File: src/logic/prio_pkg.sv
// Purpose: shared constants and types of the priority control
// Assumes: 100 MHz clock, twelve-bit addresses
// Notes: address map and order code values are local choices
package prio_pkg;
    localparam int ADDR_W = 12;
    localparam int NUM_INT_DEF = 10;
    localparam int NUM_CNT_DEF = 29;
    localparam int CLK_KHZ = 100_000;
    localparam int INT_LOCK_MS = 30;
    localparam int INT_LOCK_CYC_DEF = INT_LOCK_MS * CLK_KHZ;
    localparam logic [ADDR_W-1:0] START_ADDR = 12'h800;
    localparam logic [ADDR_W-1:0] INT_BASE = 12'h804;
    localparam logic [ADDR_W-1:0] INT_STEP = 12'h004;
    localparam logic [ADDR_W-1:0] CNT_BASE = 12'h024;
    localparam logic [ADDR_W-1:0] CNT_STEP = 12'h001;
    localparam logic RESET_ZERO = 1'b0;
    typedef enum logic [1:0] {
        ORD_NONE = 2'h0,
        ORD_START = 2'h1,
        ORD_INT = 2'h2,
        ORD_CNT = 2'h3
    } order_t;
endpackage

File: src/logic/cnt_if.sv
// Purpose: link between the priority core and the counter arbiter
// Assumes: single clock domain
// Notes: ctl side is the core, arb side is the arbiter
`timescale 1ns/1ps
`default_nettype none
interface cnt_if #(parameter int NUM = 29);
    logic [NUM-1:0] pulse;
    logic take;
    logic clear;
    logic req_any;
    logic [4:0] req_idx;
    logic alarm;
    modport ctl (output pulse, output take, output clear,
                 input req_any, input req_idx, input alarm);
    modport arb (input pulse, input take, input clear,
                 output req_any, output req_idx, output alarm);
endinterface
`default_nettype wire

File: src/logic/counter_arbiter.sv
// Purpose: pending incremental requests, fixed priority, lost-pulse alarm
// Assumes: pulses are one cycle wide and synchronous
// Notes: lowest index wins
`timescale 1ns/1ps
`default_nettype none
module counter_arbiter
    import prio_pkg::*;
#(
    parameter int NUM = NUM_CNT_DEF
) (
    input wire logic clk_i,
    input wire logic rst_i,
    cnt_if.arb link
);
    generate
        if (NUM < 1 || NUM > 32) begin : g_bad
            $error("counter_arbiter: NUM must be 1..32");
        end
    endgenerate

    function automatic logic [4:0] first_set(input logic [NUM-1:0] v);
        logic [4:0] r;
        r = 5'h00;
        for (int i = NUM - 1; i >= 0; i--) begin
            if (v[i]) begin
                r = 5'(i);
            end
        end
        return r;
    endfunction

    logic [NUM-1:0] pending_q;
    logic [4:0] lock_q;
    logic locked_q;
    logic alarm_q;
    logic [NUM-1:0] clr_vec;
    logic [NUM-1:0] lost;

    always_comb begin
        clr_vec = '0;
        if (link.clear && locked_q) begin
            clr_vec[lock_q] = 1'b1;
        end
    end

    assign lost = link.pulse & pending_q & ~clr_vec;

    // ====================================================================
    // Pending flags
    // capture incremental pulses
    always_ff @(posedge clk_i) begin
        if (rst_i) begin
            pending_q <= '0;
        end else begin
            // Set wins so an increment landing on its own clear is kept
            pending_q <= (pending_q & ~clr_vec) | link.pulse;
        end
    end

    always_ff @(posedge clk_i) begin
        if (rst_i) begin
            locked_q <= RESET_ZERO;
            lock_q <= 5'h00;
        end else if (link.take) begin
            locked_q <= 1'b1;
            lock_q <= first_set(pending_q);
        end else if (link.clear) begin
            locked_q <= RESET_ZERO;
        end
    end

    always_ff @(posedge clk_i) begin
        if (rst_i) begin
            alarm_q <= RESET_ZERO;
        end else begin
            alarm_q <= |lost;
        end
    end

    assign link.req_any = |pending_q;
    assign link.req_idx = first_set(pending_q);
    assign link.alarm = alarm_q;

    // ====================================================================
    // Checks
    a_cnt_alarm: assert property (@(posedge clk_i) disable iff (rst_i)
        (|lost) |=> alarm_q) else $error("lost increment not flagged");
    a_cnt_priority: assert property (@(posedge clk_i) disable iff (rst_i)
        link.req_any |-> ((pending_q & ((NUM'(1) << link.req_idx) - NUM'(1))) == '0))
        else $error("counter priority violated");
    c_cnt_alarm: cover property (@(posedge clk_i) disable iff (rst_i) alarm_q);
endmodule
`default_nettype wire

File: src/logic/priority_control.sv
// Purpose: forces start, interrupt and counter instructions
// Assumes: inputs synchronous to CLOCK_I, one-cycle request pulses
// Notes: start outranks counter, counter outranks interrupt
//
// Function
// - Every forced instruction sends an order code and a 12-bit address; all but the start entered at reset also send the instruction signal.
// - Start is forced on a program trap, a power transient or a stuck interrupt service.
// - The start order code forces the start instruction and resets other circuits.
// - While start is issued the time pulse generator is stopped until start is forced.
// - Monitor stop forces start and holds the time pulses at the final position until start is forced after its release.
// - An interrupt sends the interrupt order code and its matching address.
// - Exactly ten interrupt addresses exist, one per regulated function.
// - The address reaches the processor only on read control pulses.
// - A fixed chain serves interrupts in turn, advanced by the returned decoded address.
// - Counter requests delay the program through a counter instruction, never interrupt it.
// - Twenty-nine counter addresses are arbitrated with a fixed priority.
// - An alarm is raised when an incremental pulse is not processed properly.
// - Incremental inputs are taken in and turned into counter updates.
// - Keyboard, telemetry and time counter events arrive as interrupt requests.
// - Standby holds the restart condition with switched supplies off.
// - Interrupt and counter grants are sequenced by the memory-cycle time pulses; start outputs and the stop request follow at the next clock.
`timescale 1ns/1ps
`default_nettype none
module priority_control
    import prio_pkg::*;
#(
    parameter int NUM_INT = NUM_INT_DEF,
    parameter int NUM_CNT = NUM_CNT_DEF,
    parameter int INT_LOCK_CYC = INT_LOCK_CYC_DEF
) (
    input wire logic CLOCK_I,
    input wire logic RST_I,
    input wire logic TRAP_I,
    input wire logic POWER_FAIL_I,
    input wire logic STANDBY_I,
    input wire logic MONITOR_STOP_I,
    input wire logic [NUM_INT-1:0] INT_REQ_I,
    input wire logic [NUM_CNT-1:0] CNT_PULSE_I,
    input wire logic BOUNDARY_I,
    input wire logic FINAL_TP_I,
    input wire logic START_DONE_I,
    input wire logic READ_PULSE_I,
    input wire logic DEC_VALID_I,
    input wire logic [ADDR_W-1:0] DEC_ADDR_I,
    output logic [1:0] ORDER_CODE_O,
    output logic INSTR_O,
    output logic [ADDR_W-1:0] ADDR_O,
    output logic ADDR_WRITE_O,
    output logic TP_STOP_O,
    output logic RESET_CIRCUITS_O,
    output logic ALARM_O,
    output logic SUPPLY_ON_O
);
    generate
        if (NUM_INT < 1 || NUM_INT > 16 || NUM_CNT < 1 || NUM_CNT > 32
            || INT_LOCK_CYC < 2 || INT_LOCK_CYC > (1 << 23)) begin : g_bad
            $error("priority_control: unsupported parameters");
        end
    endgenerate

    typedef enum logic [3:0] {
        ST_RUN = 4'b0001,
        ST_INT = 4'b0010,
        ST_CNT = 4'b0100,
        ST_START = 4'b1000
    } state_t;

    function automatic logic [3:0] first_int(input logic [NUM_INT-1:0] v);
        logic [3:0] r;
        r = 4'h0;
        for (int i = NUM_INT - 1; i >= 0; i--) begin
            if (v[i]) begin
                r = 4'(i);
            end
        end
        return r;
    endfunction

    state_t state_q, state_d;
    logic [NUM_INT-1:0] int_pend_q;
    logic [3:0] int_idx_q;
    logic [ADDR_W-1:0] addr_d;
    logic [22:0] lock_cnt_q;
    logic malf_q;
    logic start_cause;
    logic dec_match;
    logic at_edge;
    logic [NUM_INT-1:0] int_clr;

    cnt_if #(.NUM(NUM_CNT)) cnt ();

    counter_arbiter #(.NUM(NUM_CNT)) u_cnt (
        .clk_i(CLOCK_I),
        .rst_i(RST_I),
        .link(cnt.arb)
    );

    // ====================================================================
    // Causes and handshakes
    // start causes
    assign start_cause = TRAP_I | POWER_FAIL_I | malf_q | STANDBY_I | MONITOR_STOP_I;
    assign at_edge = BOUNDARY_I & FINAL_TP_I;
    assign dec_match = DEC_VALID_I & (DEC_ADDR_I == ADDR_O);
    assign cnt.pulse = CNT_PULSE_I;
    assign cnt.take = (state_d == ST_CNT) && (state_q != ST_CNT);
    assign cnt.clear = (state_q == ST_CNT) && dec_match;

    always_comb begin
        int_clr = '0;
        if (state_q == ST_INT && dec_match) begin
            int_clr[int_idx_q] = 1'b1;
        end
    end

    // ====================================================================
    // Interrupt pending flags
    // requests from input-output
    always_ff @(posedge CLOCK_I) begin
        if (RST_I) begin
            int_pend_q <= '0;
        end else begin
            // Set wins over the clear so a request landing on its own clear is kept
            int_pend_q <= (int_pend_q & ~int_clr) | INT_REQ_I;
        end
    end

    // ====================================================================
    // Next state
    always_comb begin
        state_d = state_q;
        unique case (state_q)
            ST_RUN: begin
                if (cnt.req_any && at_edge) begin
                    state_d = ST_CNT;
                end else if ((|int_pend_q) && at_edge) begin
                    state_d = ST_INT;
                end
            end
            ST_INT: begin
                if (dec_match) begin
                    state_d = ST_RUN;
                end
            end
            ST_CNT: begin
                if (dec_match) begin
                    state_d = ST_RUN;
                end
            end
            ST_START: begin
                if (START_DONE_I && !start_cause) begin
                    state_d = ST_RUN;
                end
            end
        endcase
        if (start_cause) begin
            state_d = ST_START;
        end
    end

    always_ff @(posedge CLOCK_I) begin
        if (RST_I) begin
            state_q <= ST_START;
        end else begin
            state_q <= state_d;
        end
    end

    always_ff @(posedge CLOCK_I) begin
        if (RST_I) begin
            int_idx_q <= 4'h0;
        end else if (state_d == ST_INT && state_q != ST_INT) begin
            int_idx_q <= first_int(int_pend_q);
        end
    end

    // ====================================================================
    // Stuck interrupt watchdog
    // interrupt malfunction
    always_ff @(posedge CLOCK_I) begin
        if (RST_I) begin
            lock_cnt_q <= 23'h00_0000;
            malf_q <= RESET_ZERO;
        end else begin
            malf_q <= (state_q == ST_INT) && (lock_cnt_q == 23'(INT_LOCK_CYC - 2));
            if (state_q == ST_INT) begin
                lock_cnt_q <= lock_cnt_q + 23'h00_0001;
            end else begin
                lock_cnt_q <= 23'h00_0000;
            end
        end
    end

    // ====================================================================
    // Forced address
    // matching interrupt address
    always_comb begin
        addr_d = ADDR_O;
        if (state_d == ST_START) begin
            addr_d = START_ADDR;
        end else if (state_d == ST_INT && state_q != ST_INT) begin
            addr_d = ADDR_W'(INT_BASE + ADDR_W'(first_int(int_pend_q)) * INT_STEP);
        end else if (state_d == ST_CNT && state_q != ST_CNT) begin
            addr_d = ADDR_W'(CNT_BASE + ADDR_W'(cnt.req_idx) * CNT_STEP);
        end
    end

    // ====================================================================
    // Outputs to sequence generator and processor
    // order code, instruction, address
    always_ff @(posedge CLOCK_I) begin
        if (RST_I) begin
            ORDER_CODE_O <= ORD_START;
            INSTR_O <= RESET_ZERO;
            ADDR_O <= START_ADDR;
        end else begin
            INSTR_O <= (state_d != ST_RUN) && (state_d != state_q);
            ADDR_O <= addr_d;
            unique case (state_d)
                ST_RUN: ORDER_CODE_O <= ORD_NONE;
                ST_INT: ORDER_CODE_O <= ORD_INT;
                ST_CNT: ORDER_CODE_O <= ORD_CNT;
                ST_START: ORDER_CODE_O <= ORD_START;
            endcase
        end
    end

    always_ff @(posedge CLOCK_I) begin
        if (RST_I) begin
            ADDR_WRITE_O <= RESET_ZERO;
        end else begin
            ADDR_WRITE_O <= READ_PULSE_I && (state_q != ST_RUN);
        end
    end

    always_ff @(posedge CLOCK_I) begin
        if (RST_I) begin
            TP_STOP_O <= 1'b1;
            RESET_CIRCUITS_O <= 1'b1;
            SUPPLY_ON_O <= RESET_ZERO;
            ALARM_O <= RESET_ZERO;
        end else begin
            TP_STOP_O <= (state_d == ST_START) || MONITOR_STOP_I;
            RESET_CIRCUITS_O <= (state_d == ST_START);
            SUPPLY_ON_O <= !STANDBY_I;
            ALARM_O <= cnt.alarm;
        end
    end

    // ====================================================================
    // Checks
    a_start_outputs: assert property (@(posedge CLOCK_I) disable iff (RST_I)
        state_q == ST_START |-> ORDER_CODE_O == ORD_START && RESET_CIRCUITS_O && TP_STOP_O)
        else $error("start outputs wrong");
    a_trap_start: assert property (@(posedge CLOCK_I) disable iff (RST_I)
        TRAP_I |=> state_q == ST_START && ADDR_O == START_ADDR)
        else $error("trap did not force start");
    a_monitor_hold: assert property (@(posedge CLOCK_I) disable iff (RST_I)
        MONITOR_STOP_I |=> TP_STOP_O) else $error("monitor stop not held");
    a_addr_gate: assert property (@(posedge CLOCK_I) disable iff (RST_I)
        ADDR_WRITE_O |-> $past(READ_PULSE_I)) else $error("address written without read");
    a_grant_edge: assert property (@(posedge CLOCK_I) disable iff (RST_I)
        (state_q inside {ST_INT, ST_CNT}) && $past(state_q) == ST_RUN
        |-> $past(at_edge)) else $error("grant off boundary");
    a_instr_pulse: assert property (@(posedge CLOCK_I) disable iff (RST_I)
        INSTR_O |-> ORDER_CODE_O != ORD_NONE ##1 !INSTR_O)
        else $error("instruction signal malformed");
    a_int_range: assert property (@(posedge CLOCK_I) disable iff (RST_I)
        state_q == ST_INT |-> ADDR_O >= INT_BASE
        && ADDR_O < ADDR_W'(INT_BASE + ADDR_W'(NUM_INT) * INT_STEP))
        else $error("interrupt address out of range");
    a_standby_off: assert property (@(posedge CLOCK_I) disable iff (RST_I)
        STANDBY_I |=> !SUPPLY_ON_O && state_q == ST_START)
        else $error("standby not honoured");
    a_int_release: assert property (@(posedge CLOCK_I) disable iff (RST_I)
        state_q == ST_INT && dec_match |=> state_q != ST_INT)
        else $error("interrupt not released");
    a_cnt_resume: assert property (@(posedge CLOCK_I) disable iff (RST_I)
        state_q == ST_CNT && dec_match && !start_cause |=> state_q == ST_RUN)
        else $error("counter did not resume program");
    c_int_served: cover property (@(posedge CLOCK_I) disable iff (RST_I)
        state_q == ST_INT ##[1:20] state_q == ST_RUN);
    c_cnt_served: cover property (@(posedge CLOCK_I) disable iff (RST_I)
        state_q == ST_CNT ##[1:20] state_q == ST_RUN);
    c_start_done: cover property (@(posedge CLOCK_I) disable iff (RST_I)
        state_q == ST_START ##1 state_q == ST_RUN);
endmodule
`default_nettype wire

File: config.mk
export PLATFORM = sky130hd
export DESIGN_NAME = priority_control
export DESIGN_NICKNAME = d
export VERILOG_FILES = /design/src/logic/prio_pkg.sv /design/src/logic/cnt_if.sv /design/src/logic/counter_arbiter.sv /design/src/logic/priority_control.sv
export SDC_FILE = /design/constraint.sdc
export NUM_CORES = 1
export LEC_CHECK = 0
export ABC_AREA = 1
export BUFFER_PORTS_ARGS = -buffer_cell sky130_fd_sc_hd__buf_4
export CAP_MARGIN = 20
export CORE_ASPECT_RATIO = 1.2
export CORE_MARGIN = 2
export CORE_UTILIZATION = 61
export DETAILED_ROUTE_END_ITERATION = 12
export HOLD_SLACK_MARGIN = 0.12
export PLACE_DENSITY = 0.92
export SYNTH_ARGS = -nofsm -noshare
export SYNTH_HDL_FRONTEND = slang
export SYNTH_HIERARCHICAL = 1
export SYNTH_SLANG_ARGS = --single-unit
File: constraint.sdc
create_clock -name CLOCK_I -period 5.4 [get_ports CLOCK_I]
set_clock_uncertainty 0.2 [all_clocks]
set_input_delay 0.54 -clock CLOCK_I [delete_from_list [all_inputs] [get_ports CLOCK_I]]
set_output_delay 0.54 -clock CLOCK_I [all_outputs]
set_load 0.02 [all_outputs]
# == Word-level counts from Yosys, hierarchy flattened ==
# Cells that the tools add are included.
# classes
addsub,3
n_lt_le_gt_ge,4
n_eq_ne,15
mux,58
bitwise_logic,15
n_reduce_logical,24
# op_table
operator,count
5-bit two-way mux,29
29-bit bitwise AND,3
4-bit two-way mux,17
29-bit OR reduction,2
29-bit two-way mux,1
29-bit NOT,1
29-bit OR,1
12-bit two-way mux,2
"23-bit by 1-bit adder with 23-bit output, second input constant",1
"23-bit by 22-bit equality test with 1-bit output, second input constant",1
1-bit logical AND,13
"12-bit by 6-bit adder with 12-bit output, first input constant",1
12-bit equality test,1
4-bit one-hot mux with 3 select lines,1
10-bit bitwise AND,1
10-bit two-way mux,1
10-bit NOT,1
10-bit OR,1
10-bit OR reduction,1
"4-bit by 1-bit equality test with 1-bit output, second input constant",2
"4-bit by 2-bit equality test with 1-bit output, second input constant",2
"4-bit by 3-bit equality test with 1-bit output, second input constant",2
"4-bit equality test, second input constant",2
"4-bit by 1-bit != test with 1-bit output, second input constant",2
other kinds (19),30
# totals
register_bits,98
output_inout_bits,20
word_cells,136

# == Logic depth before layout (Yosys ltp) ==
# Gate-level depths: netlist of run 1.
# depth
ltp_word,32
ltp_mapped,31
depth_no_buf,31

# == By module ==
# The synthesis of run 1 kept the hierarchy.
# modules_own_cells
mod,instances,cells_each,area_per_inst_um2,seq_area_each_um2
priority_control,1,468,3115.5,1161.1
counter_arbiter,1,302,1934.4,720.7

# == Worst setup path before layout of run 1 ==
# No wires, ideal clock.
# synth_timing
kind,input to register
from,input DEC_ADDR_I[8]
to,register u_cnt.alarm_q (netlist: u_cnt/link.alarm)
setup_time_ps,129
t_arrival_ps,2516
t_required_ps,5071
setup_slack_ps,2555
path_stages,13
path_buffers,0
cell_sequence,nor2_1 -> nand2_1 -> a21oi_1 -> nand2_1 -> nor3_1 -> nand2_2 -> nor3_2 -> nand2_1 -> nand2_1 -> o21ai_0 -> or4_1 -> nor4_2 -> a31oi_1
# synth_via
elab_chain_cells,8
# synth_rtl
item,line,rtl
"start, declared",priority_control.sv:44,"input wire logic [ADDR_W-1:0] DEC_ADDR_I,"
12-bit equality test,priority_control.sv:103,assign dec_match = DEC_VALID_I & (DEC_ADDR_I == ADDR_O);
1-bit bitwise AND,priority_control.sv:103,
1-bit logical AND,priority_control.sv:106,assign cnt.clear = (state_q == ST_CNT) && dec_match;
named net cnt.clear,cnt_if.sv:9,logic clear;
1-bit logical AND,counter_arbiter.sv:41,if (link.clear && locked_q) begin
29-bit two-way mux,counter_arbiter.sv:41,
29-bit NOT,counter_arbiter.sv:46,assign lost = link.pulse & pending_q & ~clr_vec;
29-bit bitwise AND,counter_arbiter.sv:46,
29-bit OR reduction,counter_arbiter.sv:76,alarm_q <= |lost;
"end signal, assigned",counter_arbiter.sv:76,
"end, declared",counter_arbiter.sv:35,logic alarm_q;
# The timed path passes the listed nets, and every way through them passes these cells.
# A chain may end at the register's enable or synchronous reset.

# == Worst setup path after layout of run 1 ==
# layout_timing
from,register u_cnt.pending_q[22]
to,register u_cnt.lock_q[4]
# layout_lines
item,line,rtl
"start, declared",counter_arbiter.sv:32,logic [NUM-1:0] pending_q;
"start signal, assigned",counter_arbiter.sv:56,pending_q <= (pending_q & ~clr_vec) | link.pulse;
29-bit OR reduction,counter_arbiter.sv:80,assign link.req_any = |pending_q;
named net cnt.req_any,cnt_if.sv:10,logic req_any;
1-bit logical AND,priority_control.sv:133,if (cnt.req_any && at_edge) begin
4-bit two-way mux,priority_control.sv:133,
4-bit one-hot mux with 3 select lines,priority_control.sv:131,unique case (state_q)
4-bit two-way mux,priority_control.sv:155,if (start_cause) begin
4-bit by 3-bit equality test with 1-bit output,priority_control.sv:105,assign cnt.take = (state_d == ST_CNT) && (state_q != ST_CNT);
1-bit logical AND,priority_control.sv:105,
named net cnt.take,cnt_if.sv:8,logic take;
"end signal, assigned",counter_arbiter.sv:66,lock_q <= first_set(pending_q);
"end, declared",counter_arbiter.sv:33,logic [4:0] lock_q;
# The timed path passes the listed nets, and every way through them passes these cells.

==> results.ini, run 1 <==
[route]
ant_nets=0
firstDrtPassIters=5
wl_um=12400
drtIter0Drc=269
drc=0
vias_per_cell=5.33
vias=5055
post_drt_wl_per_cell_um=13.0

[global_route]
antenna_found_initial=0
grt.total_usage=0.280
grt-ovfl-total=0
grt_first_pass_wirelength_um=20500
grt_max_degree=56
grt_pass1_vias=4756

[synth]
synth-async-reset-ratio=0
ys_types=44
syn_area_um2=5050
yosysWarnings=6
synth_edf_count=0
syn_inst=770
synth-seq-area-share=0.373
syn_area_per_cell_um2=6.56
synth-seq-cells=94
yosys_most_used_dff=dfxtp_1

[worst_setup_path]
worst-endpoint-required_ps=5480
cp_slowest_cell=nor4_1
crit_path_end_kind=flop
max_stage_delay_ps=600
crit_buf_inv=4
cp_top_family=simple AND/OR/NAND/NOR gates
critPathKind=flop to flop
crit_chain=nor4_1, nand2_1, nor2_1, nand2_1, nand2_1, inv_1, nor2_2, nand2_1, nand2_2, nand2_1, nand2_1, inv_2, nand3_2, inv_1, inv_1, nor2_1, a211oi_1
crit_arrival_ps=3160
critical_path.startpoint_type=flop
crit_top_cell=nand2_1
crit_fanout=11

[layout]
antennaDiodeCount=0
layout-drive-gt1-share=0.163
fin_nets=915
final_common_cell=nand2_1
final_cell_mix=nand2_1, inv_1, dfxtp_1, nor2_1, buf_4
final_util=0.726
syn_to_final_growth_pct=15.9

[place]
place_hpwl_um=9750
io_buffers=77
gp_congestion=0.989

[floorplanning]
core_um2=8060
die-area_um2=9030
die_h_um=104
start_util=0.626
die_x_um=87.1
rows=36
io_pins=82

[clock_tree]
htreeDepth=3
cts_hold_buf=1
clock-sinks=94
post_cts_resize_count=0
clk_path_buf_depth=2
numCtsBuffers=9
cts_tree=done
cts_root_buffer=clkbuf_8
clock_latency_ps=370
post_cts_buffers=0
clk_transition_reported_paths_ps=90

[pwr]
sequentialPowerShare=0.559
p_leak_uw=0.00281
internal_power_uw=956
p_per_area_nw_per_um2=224
switching_share=0.273
power_frac_comb=0.126
p_switching_uw=358
p_clk_frac=0.315
irDropWorstVdd_mv=0.162

[hold_path]
hold_class=primary input to flop

[timing]
setup_tns_ps=0
finalCriticalPeriod_ps=3080
fin_crit_sh=0.570
fmax_mhz=325
setup-violations-final=0
drv_slew=0
slew_headroom=0.529
worstMarginPinSlew_ps=704
hold_viol=0
rsz0062_at_grt=no

[job]
maxCapViolations=0

[status]
status=finished, final reports clean

==> cells in the mapped netlist (7+ instances only) <==
master    number  area (um2)
nand2_1      178         668
inv_1        138         518
dfxtp_1       94        1880
nor2_1        90         338
a21oi_1       65         325
o21ai_0       38         190
nand3_1       32         160
nor3_1        18        90.1
inv_2         14        52.6
nor4_1         9        56.3
clkbuf_1       8        30.0
nand4_1        7        43.8
==> worst register-to-register path: cells and delay by family (launching register included) <==
kind	cells	cell delay (ps)
buffers and inverters	4	480
and+or+nand+nor	12	1780
AOI/OAI and AO/OA	1	190
DFF	1	340
==> area by class of cell <==
class	instances	area (um2)
timing repair buffer	78	588
tap	95	119
fill	687	2210
sequential	94	1880
multi-input combinational	513	2530
inverter	152	571
clock inverter	5	36.3
clock buffer	11	131
==> power by group through the flow <==
stage | clock (uW) | sequential (uW) | combinational (uW)
after CTS | 416 | 733 | 164
after floorplan | 0 | 746 | 99.4
final | 414 | 734 | 166
after global placement | 0 | 749 | 157
after detailed placement | 0 | 750 | 163
after global routing | 442 | 736 | 186
==> cells by family after synthesis <==
logic type,synth area share
AND/OR/NAND/NOR,0.343
adder cells (fa/ha/maj),0.0124
flip-flops,0.373
XOR/XNOR,0.00867
AO/OA/AOI/OAI,0.133
buffers and inverters,0.129
other,0.000743
==> worst paths after layout <==
check / depth (start not counted) / slack, ps / startpoint / end
max reg2reg: 17 / 2320 / u_cnt/pending_q[22] / u_cnt/lock_q[4]
max: 17 / 2320 / u_cnt/pending_q[22] / u_cnt/lock_q[4]
min reg2reg: 2 / 260 / u_cnt/link.alarm / ALARM_O
min: 3 / 190 / CNT_PULSE_I[24] / u_cnt/pending_q[24]
==> through the flow <==
stage	instances	power (uW)	setup WS, ps	hold WS [ps]	cell area, um2
finish	948	1310	2320	187	5850
global route	948	1360	1940	190	5850
CTS	948	1310	2330	181	5850
detailed placement	931	912	2140	250	5680
global placement	931	906	2220	242	5680
floorplan	773	846	2560	188	5060
==> registers in the layout (all words and copies together), names as in the netlist <==
register,cells
ADDR_O,8
ADDR_WRITE_O,1
ALARM_O,1
INSTR_O,1
ORDER_CODE_O,2
RESET_CIRCUITS_O,1
SUPPLY_ON_O,1
TP_STOP_O,1
int_idx_q,4
int_pend_q,10
lock_cnt_q,23
malf_q,1
state_q,4
u_cnt/link.alarm,1
u_cnt/lock_q,5
u_cnt/locked_q,1
u_cnt/pending_q,29
==> layer usage <==
metal,vias to the layer above,part of all wire,global-route usage
li1,2584,-,-
met3,48,0.048,0.0398
met2,176,0.50,0.485
met1,2247,0.41,0.332
met5,-,0,0
met4,0,0.043,0.135
Power figures use the tool's default switching activity.
==> inputs of run 2 (changes only) <==
--- a/config.mk
+++ b/config.mk
@@ -10,10 +10,10 @@
 export CAP_MARGIN = 20
 export CORE_ASPECT_RATIO = 1.2
 export CORE_MARGIN = 2
-export CORE_UTILIZATION = 61
+export CORE_UTILIZATION = 57
 export DETAILED_ROUTE_END_ITERATION = 12
 export HOLD_SLACK_MARGIN = 0.12
-export PLACE_DENSITY = 0.92
+export PLACE_DENSITY = 0.87
 export SYNTH_ARGS = -nofsm -noshare
 export SYNTH_HDL_FRONTEND = slang
 export SYNTH_HIERARCHICAL = 1
==> constraint.sdc (replaced) <==
create_clock -name CLOCK_I -period 2.9 [get_ports CLOCK_I]
set_clock_uncertainty 0.2 [all_clocks]
set_input_delay 0.29 -clock CLOCK_I [delete_from_list [all_inputs] [get_ports CLOCK_I]]
set_output_delay 0.29 -clock CLOCK_I [all_outputs]
set_load 0.02 [all_outputs]
==> run 2 against run 1 <==
Effect of this change:
- register-to-register slack worse by 2300 ps
- worst setup slack worse by 2300 ps
- sequential share of layout area down 3.2 points
- cell area up 12%
- via count up 6.4%
- critical path depth down 3
- power up 98%
- critical endpoint is now u_cnt/link.alarm
- largest cell class unchanged
- largest power group unchanged
==> results.ini, run 2 (same netlist as run 1, synthesis figures left out) <==
[floorplanning]
io_pins=82  ; unchanged
rows=37  ; +2.8%
die-area_um2=9630  ; +6.7%
start_util=0.586  ; -0.0399
die_h_um=107  ; +3.3%
core_um2=8610  ; +6.8%
die_x_um=89.9  ; +3.3%

[pwr]
finalPower_uw=2600  ; +98%
p_per_area_nw_per_um2=398  ; +77%
p_leak_uw=0.00313  ; +11%
irDropWorstVdd_mv=0.259  ; +59%

[layout]
syn_to_final_growth_pct=29.4
reg_top3=u_cnt/pending_q: 29 flops, lock_cnt_q: 23 flops, int_pend_q: 10 flops
final_cell_mix=nand2_1, inv_1, buf_4, dfxtp_1, nor2_1
multiInputGateArea_um2=2610  ; +3.1%
largest_register=u_cnt/pending_q
antennaDiodeCount=0  ; unchanged
regArea_um2=1890  ; +0.47%
final_common_cell=nand2_1
layout-drive-gt1-share=0.200  ; +0.0366
fin_nets=974  ; +6.4%
largest_reg_flops=29  ; unchanged
n_fill_cell=675  ; -1.7%
final_cells=1029  ; +8.5%

[worst_setup_path]
crit_arrival_ps=2910  ; -250 ps
critPathKind=flop to flop
crit_fanout=4  ; -7
ff2ff_setup_slack_ps=30  ; -2290 ps
rr_worst_depth=14  ; -3
crit_path_end_kind=flop
crit_path_start=ADDR_O[2]
worst-endpoint-required_ps=2950  ; -2530 ps
rr_startpoint=ADDR_O[2]
critical_path.startpoint_type=flop

[timing]
worstMarginPinSlew_ps=589  ; -115 ps
slew_headroom=0.607  ; +0.0784
finalCriticalPeriod_ps=2870  ; -209 ps
fin_crit_sh=0.989  ; +0.419
setup-violations-final=0  ; unchanged
drv_slew=0  ; unchanged
fmax_mhz=349  ; +7.3%
hold_viol=0  ; unchanged

[hold_path]
min_from=RST_I
whs_path_depth=2  ; -1
hold_class=primary input to flop

[global_route]
grt_pass1_vias=5180  ; +8.9%
grt_first_pass_wirelength_um=22000  ; +7.4%
grt-ovfl-total=0  ; unchanged
grt_max_degree=56  ; unchanged
grt.total_usage=0.281  ; +0.000606
antenna_found_initial=0  ; unchanged

[route]
vias=5378  ; +6.4%
vias_per_cell=5.23  ; -2.0%
drc=0  ; unchanged
drtIter0Drc=275  ; +2.2%
wl_um=13900  ; +12%
ant_nets=0  ; unchanged
firstDrtPassIters=5  ; unchanged
post_drt_wl_per_cell_um=13.5  ; +3.4%

[clock_tree]
clock-sinks=94  ; unchanged
clock_latency_ps=380  ; about the same
cts_root_buffer=clkbuf_8
clk_path_buf_depth=2  ; unchanged
numCtsBuffers=9  ; unchanged
clk_transition_reported_paths_ps=100  ; about the same
htreeDepth=3  ; unchanged
cts_tree=done

[job]
maxCapViolations=0  ; unchanged

[place]
place_inst=964  ; +3.5%
io_buffers=77  ; unchanged
gp_congestion=0.956  ; -3.3%
place_hpwl_um=9620  ; -1.3%

[status]
status=finished, final reports clean

run 2: layout make-up:
class	instances	area share
Multi-Input combinational cell	513	0.399
Clock inverter	7	0.00996
Inverter	152	0.0873
Clock buffer	9	0.0190
Timing Repair Buffer	137	0.173
Sequential cell	94	0.289
Tap cell	117	0.0224
run 2: worst paths after layout:
check                                   endpoint
worst min-delay path                 SUPPLY_ON_O
worst min register to register           ALARM_O
worst max-delay path            u_cnt/link.alarm
worst max register to register  u_cnt/link.alarm
run 2: timing repair:
action                                 in CTS  in global routing
resized for setup                           1                 27
endpoints found under the hold margin      41                  0
hold buffers                               41                  0
setup buffers                               0                  8
setup endpoints to repair                   1                 17
pin swaps                                   0                  7
run 2: critical path, stage by stage (launching register included):
cell and delay (ps):
dfxtp_2 360, inv_2 50, nand2_2 50, nand2_2 40, nor2_1 130, nand3_2 130
nor3_4 250, nand2_4 110, nor3_4 260, inv_2 90, o21ai_2 150, o22ai_1 110
or4_4 550, nor4_2 160, a31oi_1 100
run 2: metrics by stage:
stage | hold slack (ps) | cell area [um2] | setup slack [ps] | TNS [ps] | util
after global routing | 219 | 6530 | -146 | -265 | 0.759
after detailed placement | 227 | 5790 | -21.5 | -21.5 | 0.672
after floorplan | 162 | 5060 | 117 | 0 | -
after global placement | 225 | 5790 | 130 | 0 | 0.672
after CTS | 168 | 6390 | 26.0 | 0 | 0.742
final | 181 | 6530 | 32.5 | 0 | 0.759
run 2: where the power goes:
part	switching [uW]	leakage (uW)	internal [uW]
clock network	523	0.0000943	333
logic	192	0.00226	179
registers	38.3	0.000774	1330
total	753	0.00313	1840
run 2: routing by layer:
layer | vias up | share of wire | global-route usage | wire length (um)
met5 | - | 0 | 0 | 0
met4 | 0 | 0.028 | 0.112 | 385
met3 | 36 | 0.060 | 0.0541 | 835
met2 | 208 | 0.53 | 0.552 | 7320
met1 | 2440 | 0.38 | 0.292 | 5330
li1 | 2694 | - | - | -
==> inputs of run 3 (changes only) <==
--- a/config.mk
+++ b/config.mk
@@ -9,8 +9,9 @@
 export BUFFER_PORTS_ARGS = -buffer_cell sky130_fd_sc_hd__buf_4
 export CAP_MARGIN = 20
 export CORE_ASPECT_RATIO = 1.2
-export CORE_MARGIN = 2
+export CORE_MARGIN = 1.5
 export CORE_UTILIZATION = 57
+export CTS_BUF_LIST = sky130_fd_sc_hd__clkbuf_16
 export DETAILED_ROUTE_END_ITERATION = 12
 export HOLD_SLACK_MARGIN = 0.12
 export PLACE_DENSITY = 0.87
==> run 3 against run 2 <==
Effect of this change:
- sequential power barely moved
- maximum frequency rose by 2.3%
- cell area rose by 0.84%
- count of clock-buffer cells in the layout did not move
- critical path depth fell by 3
- via count barely moved
- clock power rose by 37%
- first-iteration DRC count rose by 0.73%
- sequential share of layout area fell by 0.32 points
- cell count fell by 0.49%
- power rose by 12%
- critical path type unchanged
- largest cell class unchanged
==> results.ini, run 3 (same netlist as run 1, synthesis figures left out) <==
[worst_setup_path]
crit_arrival_ps=2810  ; -100 ps
crit_path_end_kind=flop
crit_fanout=4  ; unchanged
critical_path.startpoint_type=flop
worst-endpoint-required_ps=2910  ; -40 ps
critPathKind=flop to flop

[floorplanning]
start_util=0.586  ; unchanged
io_pins=82  ; unchanged
die_x_um=88.9  ; -1.1%
core_um2=8610  ; unchanged
die-area_um2=9440  ; -2.0%
rows=37  ; unchanged
die_h_um=106  ; -0.93%

[route]
drc=0  ; unchanged
vias=5373  ; -0.093%
wl_um=13300  ; -4.4%
vias_per_cell=5.25  ; +0.39%
firstDrtPassIters=5  ; unchanged
ant_nets=0  ; unchanged
drtIter0Drc=277  ; +0.73%
post_drt_wl_per_cell_um=13.0  ; -3.9%

[pwr]
finalPower_uw=2900  ; +12%
irDropWorstVdd_mv=0.331  ; +28%
p_per_area_nw_per_um2=441  ; +11%
p_leak_uw=0.00316  ; +0.88%

[status]
status=finished, final reports clean

[global_route]
grt.total_usage=0.293  ; +0.0121
grt-ovfl-total=0  ; unchanged
antenna_found_initial=0  ; unchanged
grt_pass1_vias=5213  ; +0.64%
grt_first_pass_wirelength_um=21800  ; -1.1%
grt_max_degree=56  ; unchanged

[layout]
final_cells=1024  ; -0.49%
final_common_cell=nand2_1
multiInputGateArea_um2=2600  ; -0.34%
fin_nets=969  ; -0.51%
regArea_um2=1890  ; -0.26%
layout-drive-gt1-share=0.184  ; -0.0154
reg_top3=u_cnt/pending_q: 29 flops, lock_cnt_q: 23 flops, int_pend_q: 10 flops
largest_register=u_cnt/pending_q
n_fill_cell=655  ; -3.0%
largest_reg_flops=29  ; unchanged
antennaDiodeCount=0  ; unchanged
syn_to_final_growth_pct=30.5
final_cell_mix=nand2_1, inv_1, dfxtp_1, buf_4, nor2_1

[clock_tree]
clk_transition_reported_paths_ps=70  ; -30 ps
clk_path_buf_depth=2  ; unchanged
clock_latency_ps=340  ; -40 ps
cts_root_buffer=clkbuf_16
htreeDepth=3  ; unchanged
post_cts_buffers=0  ; unchanged
numCtsBuffers=9  ; unchanged
clock-sinks=94  ; unchanged
cts_tree=done

[timing]
drv_slew=0  ; unchanged
hold_viol=0  ; unchanged
fin_crit_sh=0.967  ; -0.0219
slew_headroom=0.593  ; -0.0142
worstMarginPinSlew_ps=606  ; +16.7 ps
fmax_mhz=357  ; +2.3%
finalCriticalPeriod_ps=2800  ; -63.5 ps
holdWs_ps=222  ; +40.9 ps
setup_tns_ps=0  ; unchanged
rsz0062_at_grt=yes
setup-violations-final=0  ; unchanged

[job]
maxCapViolations=0  ; unchanged

[place]
gp_congestion=0.943  ; -1.4%
io_buffers=77  ; unchanged
place_hpwl_um=9610  ; about the same
place_inst=967  ; +0.31%

[hold_path]
hold_class=primary input to flop

run 3: layout make-up:
type,instances,share of cell area
inverter,152,0.0866
clock buffer,9,0.0342
clock inverter,7,0.0106
sequential,94,0.286
tap,117,0.0222
timing repair buffer,132,0.166
multi-input combinational,513,0.394
run 3: power by group:
group / total (uW) / switching (uW) / internal (uW)
Combinational: 363 / 187 / 176
Sequential: 1370 / 39.1 / 1330
Clock: 1170 / 499 / 669
Total: 2900 / 725 / 2180
run 3: repair_timing:
item	CTS	global route
pin swaps	0	2
hold buffers	41	0
endpoints found under the setup margin	1	15
resized for setup	1	17
endpoints found under the hold margin	41	0
run 3: routing by layer:
layer,GRT usage,vias up,share of wire
met5,0,-,0
met4,0.137,0,0.031
met3,0.0497,43,0.053
met2,0.523,193,0.52
met1,0.330,2458,0.40
li1,-,2679,-
run 3: worst max-delay path, cell delays in order, from the launching register on:
cell	delay, ps
dfxtp_1	360
nor2_2	190
nand3_2	160
nor3_4	280
nand2_4	120
nor3_4	220
inv_2	80
o21ai_2	150
o22ai_1	80
or4_1	560
nor4_2	160
a31oi_1	110
run 3: worst paths after layout:
| path | start | to | slack, ps | depth (start not counted) |
|---|---|---|---|---|
| min | RST_I | state_q[1] | 220 | 2 |
| max | state_q[1] | u_cnt/link.alarm | 100 | 11 |
| min reg2reg | u_cnt/link.alarm | ALARM_O | 230 | 2 |
| max reg2reg | state_q[1] | u_cnt/link.alarm | 100 | 11 |
run 3: stage by stage:
stage / utilization / worst slack, ps / instance area (um2)
2_1_floorplan: - / 117 / 5060
3_3_place_gp: 0.675 / 99.3 / 5810
3_5_place_dp: 0.675 / -5.75 / 5810
4_1_cts: 0.757 / 22.5 / 6520
5_1_grt: 0.765 / -90.2 / 6590
6_report: 0.765 / 96.0 / 6590
